## config.mk

```make
export PLATFORM = sky130hd
export DESIGN_NAME = frs_sequencer
export DESIGN_NICKNAME = d
export VERILOG_FILES = /design/src/inc/frs_pkg.sv /design/src/rtl/frs_sequencer.sv /design/src/rtl/frs_prot_bit.sv
export SDC_FILE = /design/constraint.sdc
export NUM_CORES = 1
export LEC_CHECK = 0
export BUFFER_PORTS_ARGS = -buffer_cell sky130_fd_sc_hd__buf_2
export CAP_MARGIN = 25
export CORE_ASPECT_RATIO = 0.6
export CORE_UTILIZATION = 35
export CTS_BUF_LIST = sky130_fd_sc_hd__clkbuf_4 sky130_fd_sc_hd__clkbuf_8
export CTS_CLUSTER_DIAMETER = 50
export DETAILED_ROUTE_END_ITERATION = 6
export HOLD_SLACK_MARGIN = 0.02
export PLACE_DENSITY = 0.65
export SLEW_MARGIN = 20
export SYNTH_ARGS = -nofsm -noshare
export SYNTH_HDL_FRONTEND = slang
export SYNTH_SLANG_ARGS = --single-unit
export TNS_END_PERCENT = 100
```

## constraint.sdc

```tcl
create_clock -name core_clk_i -period 3.5 [get_ports core_clk_i]
set_clock_uncertainty 0.05 [all_clocks]
set_input_delay 0.175 -clock core_clk_i [delete_from_list [all_inputs] [get_ports core_clk_i]]
set_output_delay 0.175 -clock core_clk_i [all_outputs]
set_load 0.02 [all_outputs]
```

## src/inc/frs_pkg.sv

```systemverilog
// package for the flash rewrite interrupt and suspend sequencer
package frs_pkg;
  // register word offsets (byte addresses, one word each)
  localparam logic [3:0] FRS_OFS_CTRL0  = 4'h0;
  localparam logic [3:0] FRS_OFS_CTRL1  = 4'h4;
  localparam logic [3:0] FRS_OFS_CTRL2  = 4'h8;
  localparam logic [3:0] FRS_OFS_STATUS = 4'hC;
  // flash_ctrl0 fields
  localparam int FRS_B_CPU_REWRITE = 1;
  localparam int FRS_B_LOCKBIT_DIS = 2;
  localparam int FRS_B_ROM_EXEC    = 3;
  // flash_ctrl1 fields
  localparam int FRS_B_STATUS_CLR  = 3;
  localparam int FRS_B_PROT_LO     = 4;
  localparam int FRS_B_PROT_HI     = 7;
  // flash_ctrl2 fields
  localparam int FRS_B_SUSP_EN     = 0;
  localparam int FRS_B_SUSP_REQ    = 1;
  localparam int FRS_B_IRQ_SUSP_EN = 2;
  localparam int FRS_B_LOWCUR_EN   = 7;
  // flash_status_reg fields
  localparam int FRS_B_ABORTED     = 4;
  localparam int FRS_B_SUSP_FLAG   = 6;
  localparam int FRS_B_READY       = 7;
  // reset values
  localparam logic [7:0] FRS_CTRL0_RST = 8'h00;
  localparam logic [7:0] FRS_CTRL1_RST = 8'hF0;
  localparam logic [7:0] FRS_CTRL2_RST = 8'h00;
  // timing
  localparam int CLK_HZ             = 10_000_000;
  localparam int SUSP_LATENCY_US    = 30;
  localparam int SUSP_LATENCY_CYC   =
    (SUSP_LATENCY_US * (CLK_HZ / 1_000_000) > 0) ?
    SUSP_LATENCY_US * (CLK_HZ / 1_000_000) : 1;
  localparam int RESTART_US         = 20;
  localparam int RESTART_CYC        =
    (RESTART_US * (CLK_HZ / 1_000_000) > 0) ?
    RESTART_US * (CLK_HZ / 1_000_000) : 1;
  localparam int FRS_CW             = 12;
  localparam logic [FRS_CW-1:0] FRS_SUSP_CNT =
    FRS_CW'(SUSP_LATENCY_CYC);
  localparam logic [FRS_CW-1:0] FRS_RST_CNT  = FRS_CW'(RESTART_CYC);
  localparam int FRS_BLK_W          = 4;

  typedef enum logic [1:0] {
    FRS_OP_NONE,
    FRS_OP_ERASE,
    FRS_OP_PROG
  } frs_op_e;

  typedef enum logic [2:0] {
    FRS_ST_IDLE,
    FRS_ST_BUSY,
    FRS_ST_SUSP_WAIT,
    FRS_ST_SUSPENDED,
    FRS_ST_RESTART
  } frs_state_e;
endpackage : frs_pkg

```

## src/rtl/frs_sequencer.sv

```systemverilog
// flash rewrite sequencer: interrupt handling, erase suspend, abort
//
// The placing of the registers and the Avalon-MM register port were chosen for this implementation.
`timescale 1ns/100ps
module frs_sequencer
  import frs_pkg::*;
(
  input  wire logic                 core_clk_i,
  input  wire logic                 reset_i,
  input  wire logic [3:0]           avs_address,
  input  wire logic                 avs_read,
  input  wire logic                 avs_write,
  input  wire logic [31:0]          avs_writedata,
  input  wire logic [3:0]           avs_byteenable,
  output logic [31:0]               avs_readdata,
  output logic                      avs_waitrequest,
  input  wire logic                 op_start_i,
  input  wire logic                 op_is_erase_i,
  input  wire logic                 op_rom_i,
  input  wire logic                 op_suspendable_i,
  input  wire logic [FRS_BLK_W-1:0] op_block_i,
  input  wire logic                 op_done_i,
  input  wire logic                 irq_req_i,
  input  wire logic                 irq_ack_i,
  input  wire logic                 nmi_event_i,
  input  wire logic                 acc_req_i,
  input  wire logic [FRS_BLK_W-1:0] acc_block_i,
  output logic                      acc_grant_o,
  output logic                      irq_allow_o,
  output logic                      flash_run_o,
  output logic                      flash_reset_o,
  output logic                      nmi_go_o,
  output logic                      cpu_rewrite_en_o,
  output logic                      lowcur_read_en_o
);
  frs_state_e           state;
  frs_state_e           next_state;
  frs_op_e              op;
  frs_op_e              next_op;
  logic                 op_rom;
  logic                 next_op_rom;
  logic                 op_susp;
  logic                 next_op_susp;
  logic [FRS_BLK_W-1:0] blk;
  logic [FRS_BLK_W-1:0] next_blk;
  logic [FRS_CW-1:0]    cnt;
  logic [FRS_CW-1:0]    next_cnt;
  logic                 susp_req;
  logic                 next_susp_req;
  logic                 aborted;
  logic                 next_aborted;
  logic                 nmi_pend;
  logic                 next_nmi_pend;
  logic                 rom_exec;
  logic                 next_rom_exec;
  logic                 ack_phase;
  logic                 next_ack_phase;
  logic [31:0]          next_rdata;
  logic                 next_grant;
  logic                 next_irq_allow;
  logic                 next_nmi_go;

  logic wr0;
  logic wr1;
  logic wr2;
  logic rd_cyc;
  logic cpu_rw;
  logic lockbit_dis;
  logic stat_clr;
  logic susp_en;
  logic irq_susp_en;
  logic lowcur;
  logic [3:0] prot;
  logic rom_erase_susp;
  logic next_rom_susp;

  // single wait cycle: a write is taken while ack_phase is high, a read while ack_phase is low
  assign wr0 = ack_phase & avs_write & avs_byteenable[0] &
               (avs_address == FRS_OFS_CTRL0);
  assign wr1 = ack_phase & avs_write & avs_byteenable[0] &
               (avs_address == FRS_OFS_CTRL1);
  assign wr2 = ack_phase & avs_write & avs_byteenable[0] &
               (avs_address == FRS_OFS_CTRL2);
  assign rd_cyc = avs_read & ~ack_phase;

  frs_prot_bit #(.RST_VAL(1'b0), .GUARD_VAL(1'b1)) u_cpu_rw (
    .core_clk_i (core_clk_i), .reset_i (reset_i), .wr_i (wr0),
    .wdata_i (avs_writedata[FRS_B_CPU_REWRITE]), .value_o (cpu_rw));
  frs_prot_bit #(.RST_VAL(1'b0), .GUARD_VAL(1'b1)) u_lock (
    .core_clk_i (core_clk_i), .reset_i (reset_i), .wr_i (wr0),
    .wdata_i (avs_writedata[FRS_B_LOCKBIT_DIS]), .value_o (lockbit_dis));
  frs_prot_bit #(.RST_VAL(1'b0), .GUARD_VAL(1'b1)) u_sclr (
    .core_clk_i (core_clk_i), .reset_i (reset_i), .wr_i (wr1),
    .wdata_i (avs_writedata[FRS_B_STATUS_CLR]), .value_o (stat_clr));
  frs_prot_bit #(.RST_VAL(1'b0), .GUARD_VAL(1'b1)) u_sen (
    .core_clk_i (core_clk_i), .reset_i (reset_i), .wr_i (wr2),
    .wdata_i (avs_writedata[FRS_B_SUSP_EN]), .value_o (susp_en));
  frs_prot_bit #(.RST_VAL(1'b0), .GUARD_VAL(1'b1)) u_isen (
    .core_clk_i (core_clk_i), .reset_i (reset_i), .wr_i (wr2),
    .wdata_i (avs_writedata[FRS_B_IRQ_SUSP_EN]), .value_o (irq_susp_en));
  frs_prot_bit #(.RST_VAL(1'b0), .GUARD_VAL(1'b1)) u_lc (
    .core_clk_i (core_clk_i), .reset_i (reset_i), .wr_i (wr2),
    .wdata_i (avs_writedata[FRS_B_LOWCUR_EN]), .value_o (lowcur));

  // protection bits guard the clearing direction
  genvar gi;
  generate
    for (gi = 0; gi < 4; gi++) begin : g_prot
      frs_prot_bit #(.RST_VAL(1'b1), .GUARD_VAL(1'b0)) u_p (
        .core_clk_i (core_clk_i),
        .reset_i    (reset_i),
        .wr_i       (wr1),
        .wdata_i    (avs_writedata[FRS_B_PROT_LO + gi]),
        .value_o    (prot[gi])
      );
    end
  endgenerate

  // suspendable erase of program rom in rom-exec mode
  assign rom_erase_susp = rom_exec & op_rom & op_susp & susp_en &
                          irq_susp_en & (op == FRS_OP_ERASE);
  assign next_rom_susp = next_rom_exec & next_op_rom & next_op_susp &
    susp_en & irq_susp_en & (next_op == FRS_OP_ERASE);

  always_comb begin
    next_state     = state;
    next_op        = op;
    next_op_rom    = op_rom;
    next_op_susp   = op_susp;
    next_blk       = blk;
    next_cnt       = cnt;
    next_susp_req  = susp_req;
    next_aborted   = aborted;
    next_nmi_pend  = nmi_pend;
    next_rom_exec  = rom_exec;
    next_ack_phase = 1'b0;
    next_rdata     = 32'h0000_0000;
    next_nmi_go    = 1'b0;
    if ((avs_read | avs_write) & ~ack_phase) begin
      next_ack_phase = 1'b1;
    end
    if (rd_cyc) begin
      case (avs_address)
        FRS_OFS_CTRL0: begin
          next_rdata[FRS_B_CPU_REWRITE] = cpu_rw;
          next_rdata[FRS_B_LOCKBIT_DIS] = lockbit_dis;
          next_rdata[FRS_B_ROM_EXEC]    = rom_exec;
        end
        FRS_OFS_CTRL1: begin
          next_rdata[FRS_B_STATUS_CLR] = stat_clr;
          next_rdata[FRS_B_PROT_HI:FRS_B_PROT_LO] = prot;
        end
        FRS_OFS_CTRL2: begin
          next_rdata[FRS_B_SUSP_EN]     = susp_en;
          next_rdata[FRS_B_SUSP_REQ]    = susp_req;
          next_rdata[FRS_B_IRQ_SUSP_EN] = irq_susp_en;
          next_rdata[FRS_B_LOWCUR_EN]   = lowcur;
        end
        FRS_OFS_STATUS: begin
          next_rdata[FRS_B_READY]     = (state == FRS_ST_IDLE);
          next_rdata[FRS_B_SUSP_FLAG] =
            (state == FRS_ST_SUSPENDED);
          next_rdata[FRS_B_ABORTED]   = aborted;
        end
        default: next_rdata = 32'h0000_0000;
      endcase
    end
    if (wr0) begin
      next_rom_exec = avs_writedata[FRS_B_ROM_EXEC];
    end
    if (wr2) begin
      next_susp_req = avs_writedata[FRS_B_SUSP_REQ];
    end
    if (wr1 & avs_writedata[FRS_B_STATUS_CLR] & stat_clr) begin
      next_aborted = 1'b0;
    end
    case (state)
      FRS_ST_IDLE: begin
        if (nmi_pend) begin
          next_nmi_go   = 1'b1;
          next_nmi_pend = 1'b0;
        end
        if (op_start_i & cpu_rw) begin
          next_state   = FRS_ST_BUSY;
          next_op      = op_is_erase_i ? FRS_OP_ERASE : FRS_OP_PROG;
          next_op_rom  = op_rom_i;
          next_op_susp = op_suspendable_i;
          next_blk     = op_block_i;
          next_susp_req = 1'b0;
        end
      end
      FRS_ST_BUSY, FRS_ST_SUSP_WAIT: begin
        if (irq_ack_i & ~op_rom & op_susp & susp_en & irq_susp_en &
            (op == FRS_OP_ERASE)) begin
          next_susp_req = 1'b1;
        end
        if (irq_req_i & rom_erase_susp) begin
          next_susp_req = 1'b1;
        end
        if (state == FRS_ST_BUSY) begin
          if (op_done_i) begin
            next_state = FRS_ST_IDLE;
            next_op    = FRS_OP_NONE;
          end else if (next_susp_req & susp_en & op_susp &
                       (op == FRS_OP_ERASE)) begin
            next_state = FRS_ST_SUSP_WAIT;
            next_cnt   = FRS_SUSP_CNT;
          end
        end else if (cnt <= FRS_CW'(1)) begin
          next_state = FRS_ST_SUSPENDED;
        end else begin
          next_cnt = cnt - FRS_CW'(1);
        end
      end
      FRS_ST_SUSPENDED: begin
        if (~susp_req) begin
          next_state = FRS_ST_BUSY;
        end
      end
      FRS_ST_RESTART: begin
        if (cnt <= FRS_CW'(1)) begin
          next_state = FRS_ST_IDLE;
        end else begin
          next_cnt = cnt - FRS_CW'(1);
        end
      end
      default: next_state = FRS_ST_IDLE;
    endcase
    // nmi-class event aborts a program rom operation at once
    if (nmi_event_i) begin
      if (op_rom & (state == FRS_ST_BUSY || state == FRS_ST_SUSP_WAIT ||
                    state == FRS_ST_SUSPENDED)) begin
        next_state    = FRS_ST_RESTART;
        next_cnt      = FRS_RST_CNT;
        next_op       = FRS_OP_NONE;
        next_susp_req = 1'b0;
        next_aborted  = 1'b1;
        next_nmi_pend = 1'b1;
      end else if (state == FRS_ST_RESTART) begin
        next_nmi_pend = 1'b1;
      end else begin
        next_nmi_go = 1'b1;
      end
    end
  end

  // grant and interrupt gating
  always_comb begin
    next_grant = acc_req_i & ~(state == FRS_ST_RESTART);
    if (state == FRS_ST_BUSY || state == FRS_ST_SUSP_WAIT) begin
      next_grant = 1'b0;
    end else if (state == FRS_ST_SUSPENDED) begin
      next_grant = acc_req_i & (acc_block_i != blk);
    end
    next_irq_allow = 1'b1;
    if (next_state == FRS_ST_RESTART) begin
      next_irq_allow = 1'b0;
    end else if ((next_state == FRS_ST_BUSY) & next_rom_exec &
                 next_op_rom & ~next_rom_susp) begin
      next_irq_allow = 1'b0;
    end else if ((next_state == FRS_ST_BUSY ||
                  next_state == FRS_ST_SUSP_WAIT) & next_rom_susp) begin
      next_irq_allow = 1'b0;
    end
  end

  always_ff @(posedge core_clk_i) begin
    if (reset_i) begin
      state            <= FRS_ST_IDLE;
      op               <= FRS_OP_NONE;
      op_rom           <= 1'b0;
      op_susp          <= 1'b0;
      blk              <= '0;
      cnt              <= '0;
      susp_req         <= 1'b0;
      aborted          <= 1'b0;
      nmi_pend         <= 1'b0;
      rom_exec         <= 1'b0;
      ack_phase        <= 1'b0;
      avs_readdata     <= 32'h0000_0000;
      avs_waitrequest  <= 1'b1;
      acc_grant_o      <= 1'b0;
      irq_allow_o      <= 1'b1;
      flash_run_o      <= 1'b0;
      flash_reset_o    <= 1'b0;
      nmi_go_o         <= 1'b0;
      cpu_rewrite_en_o <= 1'b0;
      lowcur_read_en_o <= 1'b0;
    end else begin
      state            <= next_state;
      op               <= next_op;
      op_rom           <= next_op_rom;
      op_susp          <= next_op_susp;
      blk              <= next_blk;
      cnt              <= next_cnt;
      susp_req         <= next_susp_req;
      aborted          <= next_aborted;
      nmi_pend         <= next_nmi_pend;
      rom_exec         <= next_rom_exec;
      ack_phase        <= next_ack_phase;
      avs_readdata     <= next_rdata;
      avs_waitrequest  <= ~next_ack_phase;
      acc_grant_o      <= next_grant;
      irq_allow_o      <= next_irq_allow;
      flash_run_o      <= (next_state == FRS_ST_BUSY) ||
                          (next_state == FRS_ST_SUSP_WAIT);
      flash_reset_o    <= (next_state == FRS_ST_RESTART);
      nmi_go_o         <= next_nmi_go;
      cpu_rewrite_en_o <= cpu_rw;
      lowcur_read_en_o <= lowcur;
    end
  end
endmodule : frs_sequencer

```

## src/rtl/frs_prot_bit.sv

```systemverilog
// one protected control bit with its unlock write sequence
`timescale 1ns/100ps
module frs_prot_bit
  import frs_pkg::*;
#(
  parameter logic RST_VAL   = 1'b0,
  parameter logic GUARD_VAL = 1'b1
) (
  input  wire logic core_clk_i,
  input  wire logic reset_i,
  input  wire logic wr_i,
  input  wire logic wdata_i,
  output logic      value_o
);
  logic armed;
  logic next_armed;
  logic next_value;

  always_comb begin
    next_armed = armed;
    next_value = value_o;
    if (wr_i) begin
      // guarded direction needs the opposite value written just before
      if (wdata_i == GUARD_VAL) begin
        if (armed) begin
          next_value = GUARD_VAL;
        end
        next_armed = 1'b0;
      end else begin
        next_value = ~GUARD_VAL;
        next_armed = 1'b1;
      end
    end
  end

  always_ff @(posedge core_clk_i) begin
    if (reset_i) begin
      armed   <= 1'b0;
      value_o <= RST_VAL;
    end else begin
      armed   <= next_armed;
      value_o <= next_value;
    end
  end
endmodule : frs_prot_bit

```

# == Word level (Yosys, flattened, before mapping) ==
# Cells that the tools add are included.
# word_totals
ff_bits,88
latchBits,0
ramBits,0
rom_bits,0
input_bits,61
out_inout_bits,40
n_memories,0
# classes
addsub,1
n_mul,0
div_mod_pow,0
magnitude_cmp,1
eq_ne,19
shifts,0
n_mux,88
n_bitwise,45
n_reduce_logical,25
# ops
op,n
12-bit 2-to-1 mux,6
1-bit 2-to-1 mux,58
1-bit bitwise AND,36
3-bit 2-to-1 mux,9
12-bit case mux with 2 select lines,1
2-bit AND reduction,11
12-bit by 1-bit <= comparator with 1-bit output (second input constant),1
2-bit 2-to-1 mux,6
2-bit by 1-bit != test with 1-bit output (second input constant),6
3-bit case mux with 4 select lines,1
12-bit by 1-bit subtractor with 12-bit output (second input constant),1
3-bit by 2-bit == test with 1-bit output (second input constant),3
4-bit == test (second input constant),2
1-bit inverter,8
1-bit case mux with 2 select lines,4
2-bit case mux with 2 select lines,2
2-bit nonzero test,4
3-bit by 1-bit == test with 1-bit output (second input constant),2
3-bit == test (second input constant),2
2-bit OR reduction,3
3-bit OR reduction,2
2-bit by 1-bit == test with 1-bit output (second input constant),2
4-bit by 3-bit == test with 1-bit output (second input constant),1
4-bit logical NOT,1
other kinds (5),7

# == Longest topological paths before layout ==
# logic_depth
ltp_word,24
depth_mapped,9
mapped_depth_nobuf,8

# == Hierarchy ==
# A second synthesis with hierarchy kept.
# unflattened
hier_cells,342
area_unflattened_um2,3067.9
# modules_own_cells
module,n_inst,cells_per_inst,area_per_inst_um2,seq_area_each_um2
frs_sequencer,1,276,2347.3,880.8
frs_prot_bit at u_cpu_rw ...,6,7,75.1,40.0
frs_prot_bit at g_prot[0].u_p ...,4,6,67.6,40.0

# == Worst setup path before layout ==
# Ideal clock, no wire load.
# synth_timing
path_type,reg-to-reg
from,register cnt[5]
to,register irq_allow_o
arrival_time_ps,2208
path_slack_ps,1112
stages_incl_launch_ff,10
n_path_buf,3
synth_period_minus_slack_ps,2388
cell_sequence,dfxtp_1 > buf_6 > or4_4 > buf_6 > or4b_4 > buf_6 > o221ai_4 > o211a_4 > nor3b_2 > a211oi_2
# synth_between
elab_chain_len,12
elab_cells_between_ends,18
# synth_lines
element,line_no,rtl
from (decl),frs_sequencer.sv:46,logic [FRS_CW-1:0] cnt;
from (signal assigned),frs_sequencer.sv:295,cnt <= next_cnt;
12-bit by 1-bit <= comparator with 1-bit output (*),"frs_sequencer.sv:209, frs_sequencer.sv:221",
3-bit 2-to-1 mux,frs_sequencer.sv:209,end else if (cnt <= FRS_CW'(1)) begin
3-bit 2-to-1 mux,frs_sequencer.sv:200,if (state == FRS_ST_BUSY) begin
3-bit case mux with 4 select lines (*),frs_sequencer.sv:177,case (state)
3-bit 2-to-1 mux,frs_sequencer.sv:231,if (op_rom & (state == FRS_ST_BUSY || state == FRS_ST_SUSP_WAIT ||
3-bit 2-to-1 mux (*),frs_sequencer.sv:230,if (nmi_event_i) begin
3-bit by 1-bit == test with 1-bit output / 3-bit by 2-bit == test with 1-bit output (equally long branches),"frs_sequencer.sv:258, frs_sequencer.sv:261, frs_sequencer.sv:262",
1-bit bitwise AND / 1-bit logical OR (equally long branches),"frs_sequencer.sv:258, frs_sequencer.sv:261",
1-bit bitwise AND (on tied branches),"frs_sequencer.sv:258, frs_sequencer.sv:262",
1-bit bitwise AND / 1-bit 2-to-1 mux (equally long branches),"frs_sequencer.sv:259, frs_sequencer.sv:261",
1-bit 2-to-1 mux,frs_sequencer.sv:258,end else if ((next_state == FRS_ST_BUSY) & next_rom_exec &
1-bit 2-to-1 mux (*),frs_sequencer.sv:256,if (next_state == FRS_ST_RESTART) begin
to (signal assigned),frs_sequencer.sv:304,irq_allow_o <= next_irq_allow;
to (decl),frs_sequencer.sv:29,"output logic irq_allow_o,"
# Mark *: on every way between the ends. The rest lies on a longest branch, timed or not.
# A chain may end at the register's enable or synchronous reset.

# == Final worst setup path ==
# layout_timing
from,register state[1]
to,register irq_allow_o
# layout_between
elab_chain_len,12
elab_cells_between_ends,43
# layout_lines
element,line_no,rtl
from (decl),frs_sequencer.sv:36,frs_state_e state;
from (signal assigned),frs_sequencer.sv:290,state <= next_state;
"3-bit 2-to-1 mux, or another cell as far along",frs_sequencer.sv:204,end else if (next_susp_req & susp_en & op_susp &
3-bit 2-to-1 mux / 1-bit logical OR (equally long branches),"frs_sequencer.sv:201, frs_sequencer.sv:231",
3-bit 2-to-1 mux / 1-bit logical OR (equally long branches),"frs_sequencer.sv:200, frs_sequencer.sv:231",
3-bit case mux with 4 select lines / 1-bit bitwise AND (equally long branches),"frs_sequencer.sv:177, frs_sequencer.sv:231",
3-bit 2-to-1 mux / 2-bit 2-to-1 mux (equally long branches),frs_sequencer.sv:231,
3-bit 2-to-1 mux / 2-bit 2-to-1 mux (equally long branches),frs_sequencer.sv:230,
"3-bit by 1-bit == test with 1-bit output, or another cell as far along","frs_sequencer.sv:258, frs_sequencer.sv:261",
"1-bit bitwise AND, or another cell as far along (2 in series)",frs_sequencer.sv:258,
1-bit bitwise AND / 1-bit 2-to-1 mux (equally long branches),"frs_sequencer.sv:259, frs_sequencer.sv:261",
1-bit 2-to-1 mux,frs_sequencer.sv:258,
1-bit 2-to-1 mux (*),frs_sequencer.sv:256,
# Marked as above.

==> out/results.txt <==
max cap viols - 0
Core Footprint - 0.00852 sq mm
I/O Pins - 101
Total GRT Usage - 18.0%
RePlAce Congestion - 0.825
synth unique cells - 59
worst skew pair latency - 360 ps
Final Non-Filler Cells - 532
antenna-violating nets left - 0
synthesized area - 0.00307 sq mm
Worst VDD drop - 0.000155 V
area taken by multi-input logic gates - 0.00158 sq mm
Critical path origin - state[1]$_SDFF_PP0_
CTS Sinks - 64
worst reg2reg path startpoint - state[1]$_SDFF_PP0_
Synth Flop Type - dfxtp_1
cts bufs inserted - 9
final worst-path cycle share - 70.4%
Seq/Total Area, Yosys - 41.7%
total grt overflow - 0
H-Tree Depth - 3
Die Footprint - 0.00917 sq mm
Crit path depth - 7
post-cts sizing count - 0
Fillers - 879
layout cells sized above 1 - 17.9%
Vias per Instance - 5.15
commonest non-fill, non-tap cell in the layout - dfxtp_1
diode count - 0
Buf/Inv on CP - 1
Slew headroom - 45.7%
pre-CTS WS - 1090 ps
crit-path max FO - 11
RR Endpoint - irq_allow_o$_SDFF_PP1_
Post-synth EDFFs - 0
CTS root buffer - clkbuf_8
area grow syn2layout - 15.7%
Detailed Routing Iterations Pass 1 - 5
family with the most delay on the worst path - simple AND/OR/NAND/NOR gates
Syn. warnings - 0
flops & latches, synth - 64
Worst Setup Start Kind - flip-flop
final wirelength - 7630 um
Final WS setup - 1030 ps
status - finished clean
vias in the first global route - 2425
# DRC - 0
Die Y - 74.6 um
worst r2r path cells - 7
nets@finish - 478
CP Data Required Time - 3670 ps
syn avg cell area - 8.42 sq um
initial antenna violation count - 0
Leakage - 1.38 nW
minimum clock period - 2470 ps
1st-iter DRT viols - 178
Hold Vio Cnt, Final - 0
number of cells on the worst hold path - 2
CTS clk-pin slew, worst paths - 70 ps
r2r setup slk - 1030 ps
Slew Viols, Final - 0
port bufs - 49
crit path capture type - flip-flop
most frequent cells in the layout - dfxtp_1, buf_2, nor2_1
CP peak stage delay - 450 ps
Tightest Pin Transition - 812 ps
num rows - 26
CP arrival - 2630 ps
Die W - 123 um
register area - 0.00128 sq mm
Vias - 2742
routed len/inst - 14.3 um
fmax - 406 MHz
FFs w/ async S/R, synth - 0%
CP max stage cell - dfxtp_1
Hold Path Class - input port to flip-flop
Setup Viol. Count Final - 0
RSZ-0062 raised after global routing - false
Initial Utilization - 36.1%
DP HPWL - 5580 um
power consumption - 1.49 mW
CTS tree - done
global-route wire length before repair - 12200 um
Worst Setup Path Type - flip-flop to flip-flop
crit-path cells - nor2_1 -> and4b_1 -> buf_4 -> mux2i_1 -> or3_1 -> nor4_1 -> a211oi_2
Critical Path End - irq_allow_o$_SDFF_PP1_
CTS Buffer Depth - 2
Post-Synthesis Cells - 365
placed insts - 511
setup TNS - 0 ps
largest net degree at the start of global routing - 42
PD cells - 419 mW/mm^2
[final cells by class]
cell class              count  share of cell area [%]
inverters                   8                   0.844
well taps                 112                    3.94
multi-input cells         275                    44.4
clock inverters             3                    1.13
clock buffers              13                    4.68
flip-flops and latches     64                    36.0
repair buffers             57                    8.94
[Yosys cell counts, drive strengths merged (2+ instances only)]
| cell | instances | share of area [%] |
|---|---|---|
| and3 | 2 | 0.41 |
| nor3b | 3 | 0.90 |
| clkbuf | 13 | 1.6 |
| nor4 | 3 | 0.61 |
| inv | 8 | 0.98 |
| nor3 | 19 | 3.1 |
| xor2 | 4 | 1.1 |
| nand4 | 2 | 0.41 |
| nand4b | 3 | 0.86 |
| nand2 | 36 | 4.4 |
| xnor2 | 3 | 0.86 |
| nand2b | 5 | 1.0 |
| dfxtp | 64 | 42 |
| nor4b | 3 | 0.86 |
| ha | 2 | 0.81 |
| mux2i | 7 | 2.3 |
| nor2 | 41 | 5.0 |
| o211a | 2 | 0.90 |
| o21ai | 8 | 1.3 |
| a21oi | 40 | 6.5 |
| nor2b | 7 | 1.4 |
| buf | 28 | 7.1 |
| a311oi | 2 | 0.57 |
| a221o | 4 | 1.3 |
| a211oi | 2 | 0.65 |
| o311ai | 2 | 0.57 |
| or4b | 2 | 0.77 |
| o21bai | 3 | 0.73 |
| nand3 | 9 | 1.5 |
| a31oi | 6 | 1.2 |
| o221ai | 2 | 1.1 |
| or4 | 3 | 0.85 |
| a2111oi | 3 | 0.86 |
| or3 | 8 | 1.6 |
| and2 | 2 | 0.41 |
[report_power, final]
group	total (mW)	switching [mW]	internal (mW)
Sequential	0.733	0.00125	0.732
Combinational	0.0907	0.0632	0.0275
Clock	0.664	0.283	0.381
Total	1.49	0.347	1.14
[per-layer routing]
layer	up-vias	part of all wire (%)	track usage, %
li1	1359	-	-
met1	1275	55	26.7
met2	99	36	22.8
met3	9	8.0	7.21
met4	0	0.84	6.10
met5	-	0	0
[flip-flops by register name (all words and copies together) (netlist names), 2 cells and up]
| name | cells |
|---|---|
| g_prot.u_p.armed | 4 |
| avs_readdata | 8 |
| cnt | 12 |
| blk | 4 |
| g_prot.u_p.value_o | 4 |
| op | 2 |
| state | 3 |
[metrics by stage]
stage	hold slack, ps	area [sq um]	utilization (%)
final	33.6	3560	41.7
after global routing	31.0	3560	41.7
after CTS	20.8	3560	41.7
after detailed placement	370	3300	38.7
after global placement	365	3300	38.7
after floorplan	257	3160	-
[cell families after synthesis]
| family | Yosys count | synth area share [%] |
|---|---|---|
| compound gates | 84 | 18.4 |
| xor+xnor | 7 | 2.00 |
| fa+ha+maj | 2 | 0.814 |
| buf+inv | 49 | 9.69 |
| flops | 64 | 41.7 |
| mux | 8 | 2.65 |
| other cells | 1 | 0.122 |
| simple gates | 150 | 24.7 |
[worst reg2reg max path: stages, from the launching register on]
cell	delay (ps)
dfxtp_1	450
nor2_1	430
and4b_1	250
buf_4	200
mux2i_1	110
or3_1	350
nor4_1	350
a211oi_2	130
[worst min path at each step]
stage | from | to | slack [ps]
after floorplan | avs_read | ack_phase$_SDFF_PP0_ | 260
after global placement | avs_writedata[4] | g_prot[0].u_p.value_o$_SDFFE_PP1P_ | 370
after global routing | avs_writedata[7] | g_prot[3].u_p.value_o$_SDFFE_PP1P_ | 30
after detailed placement | avs_writedata[4] | g_prot[0].u_p.value_o$_SDFFE_PP1P_ | 370
final | avs_writedata[5] | g_prot[1].u_p.value_o$_SDFFE_PP1P_ | 30
after CTS | avs_read | avs_readdata[5]$_SDFF_PP0_ | 20
[repair_timing]
action / CTS / global route
endpoints found under the hold margin: 6 / 0
hold buffers: 5 / 0
buffers inserted: 0 / 0
Note: power is estimated with default switching activity, not from simulation.
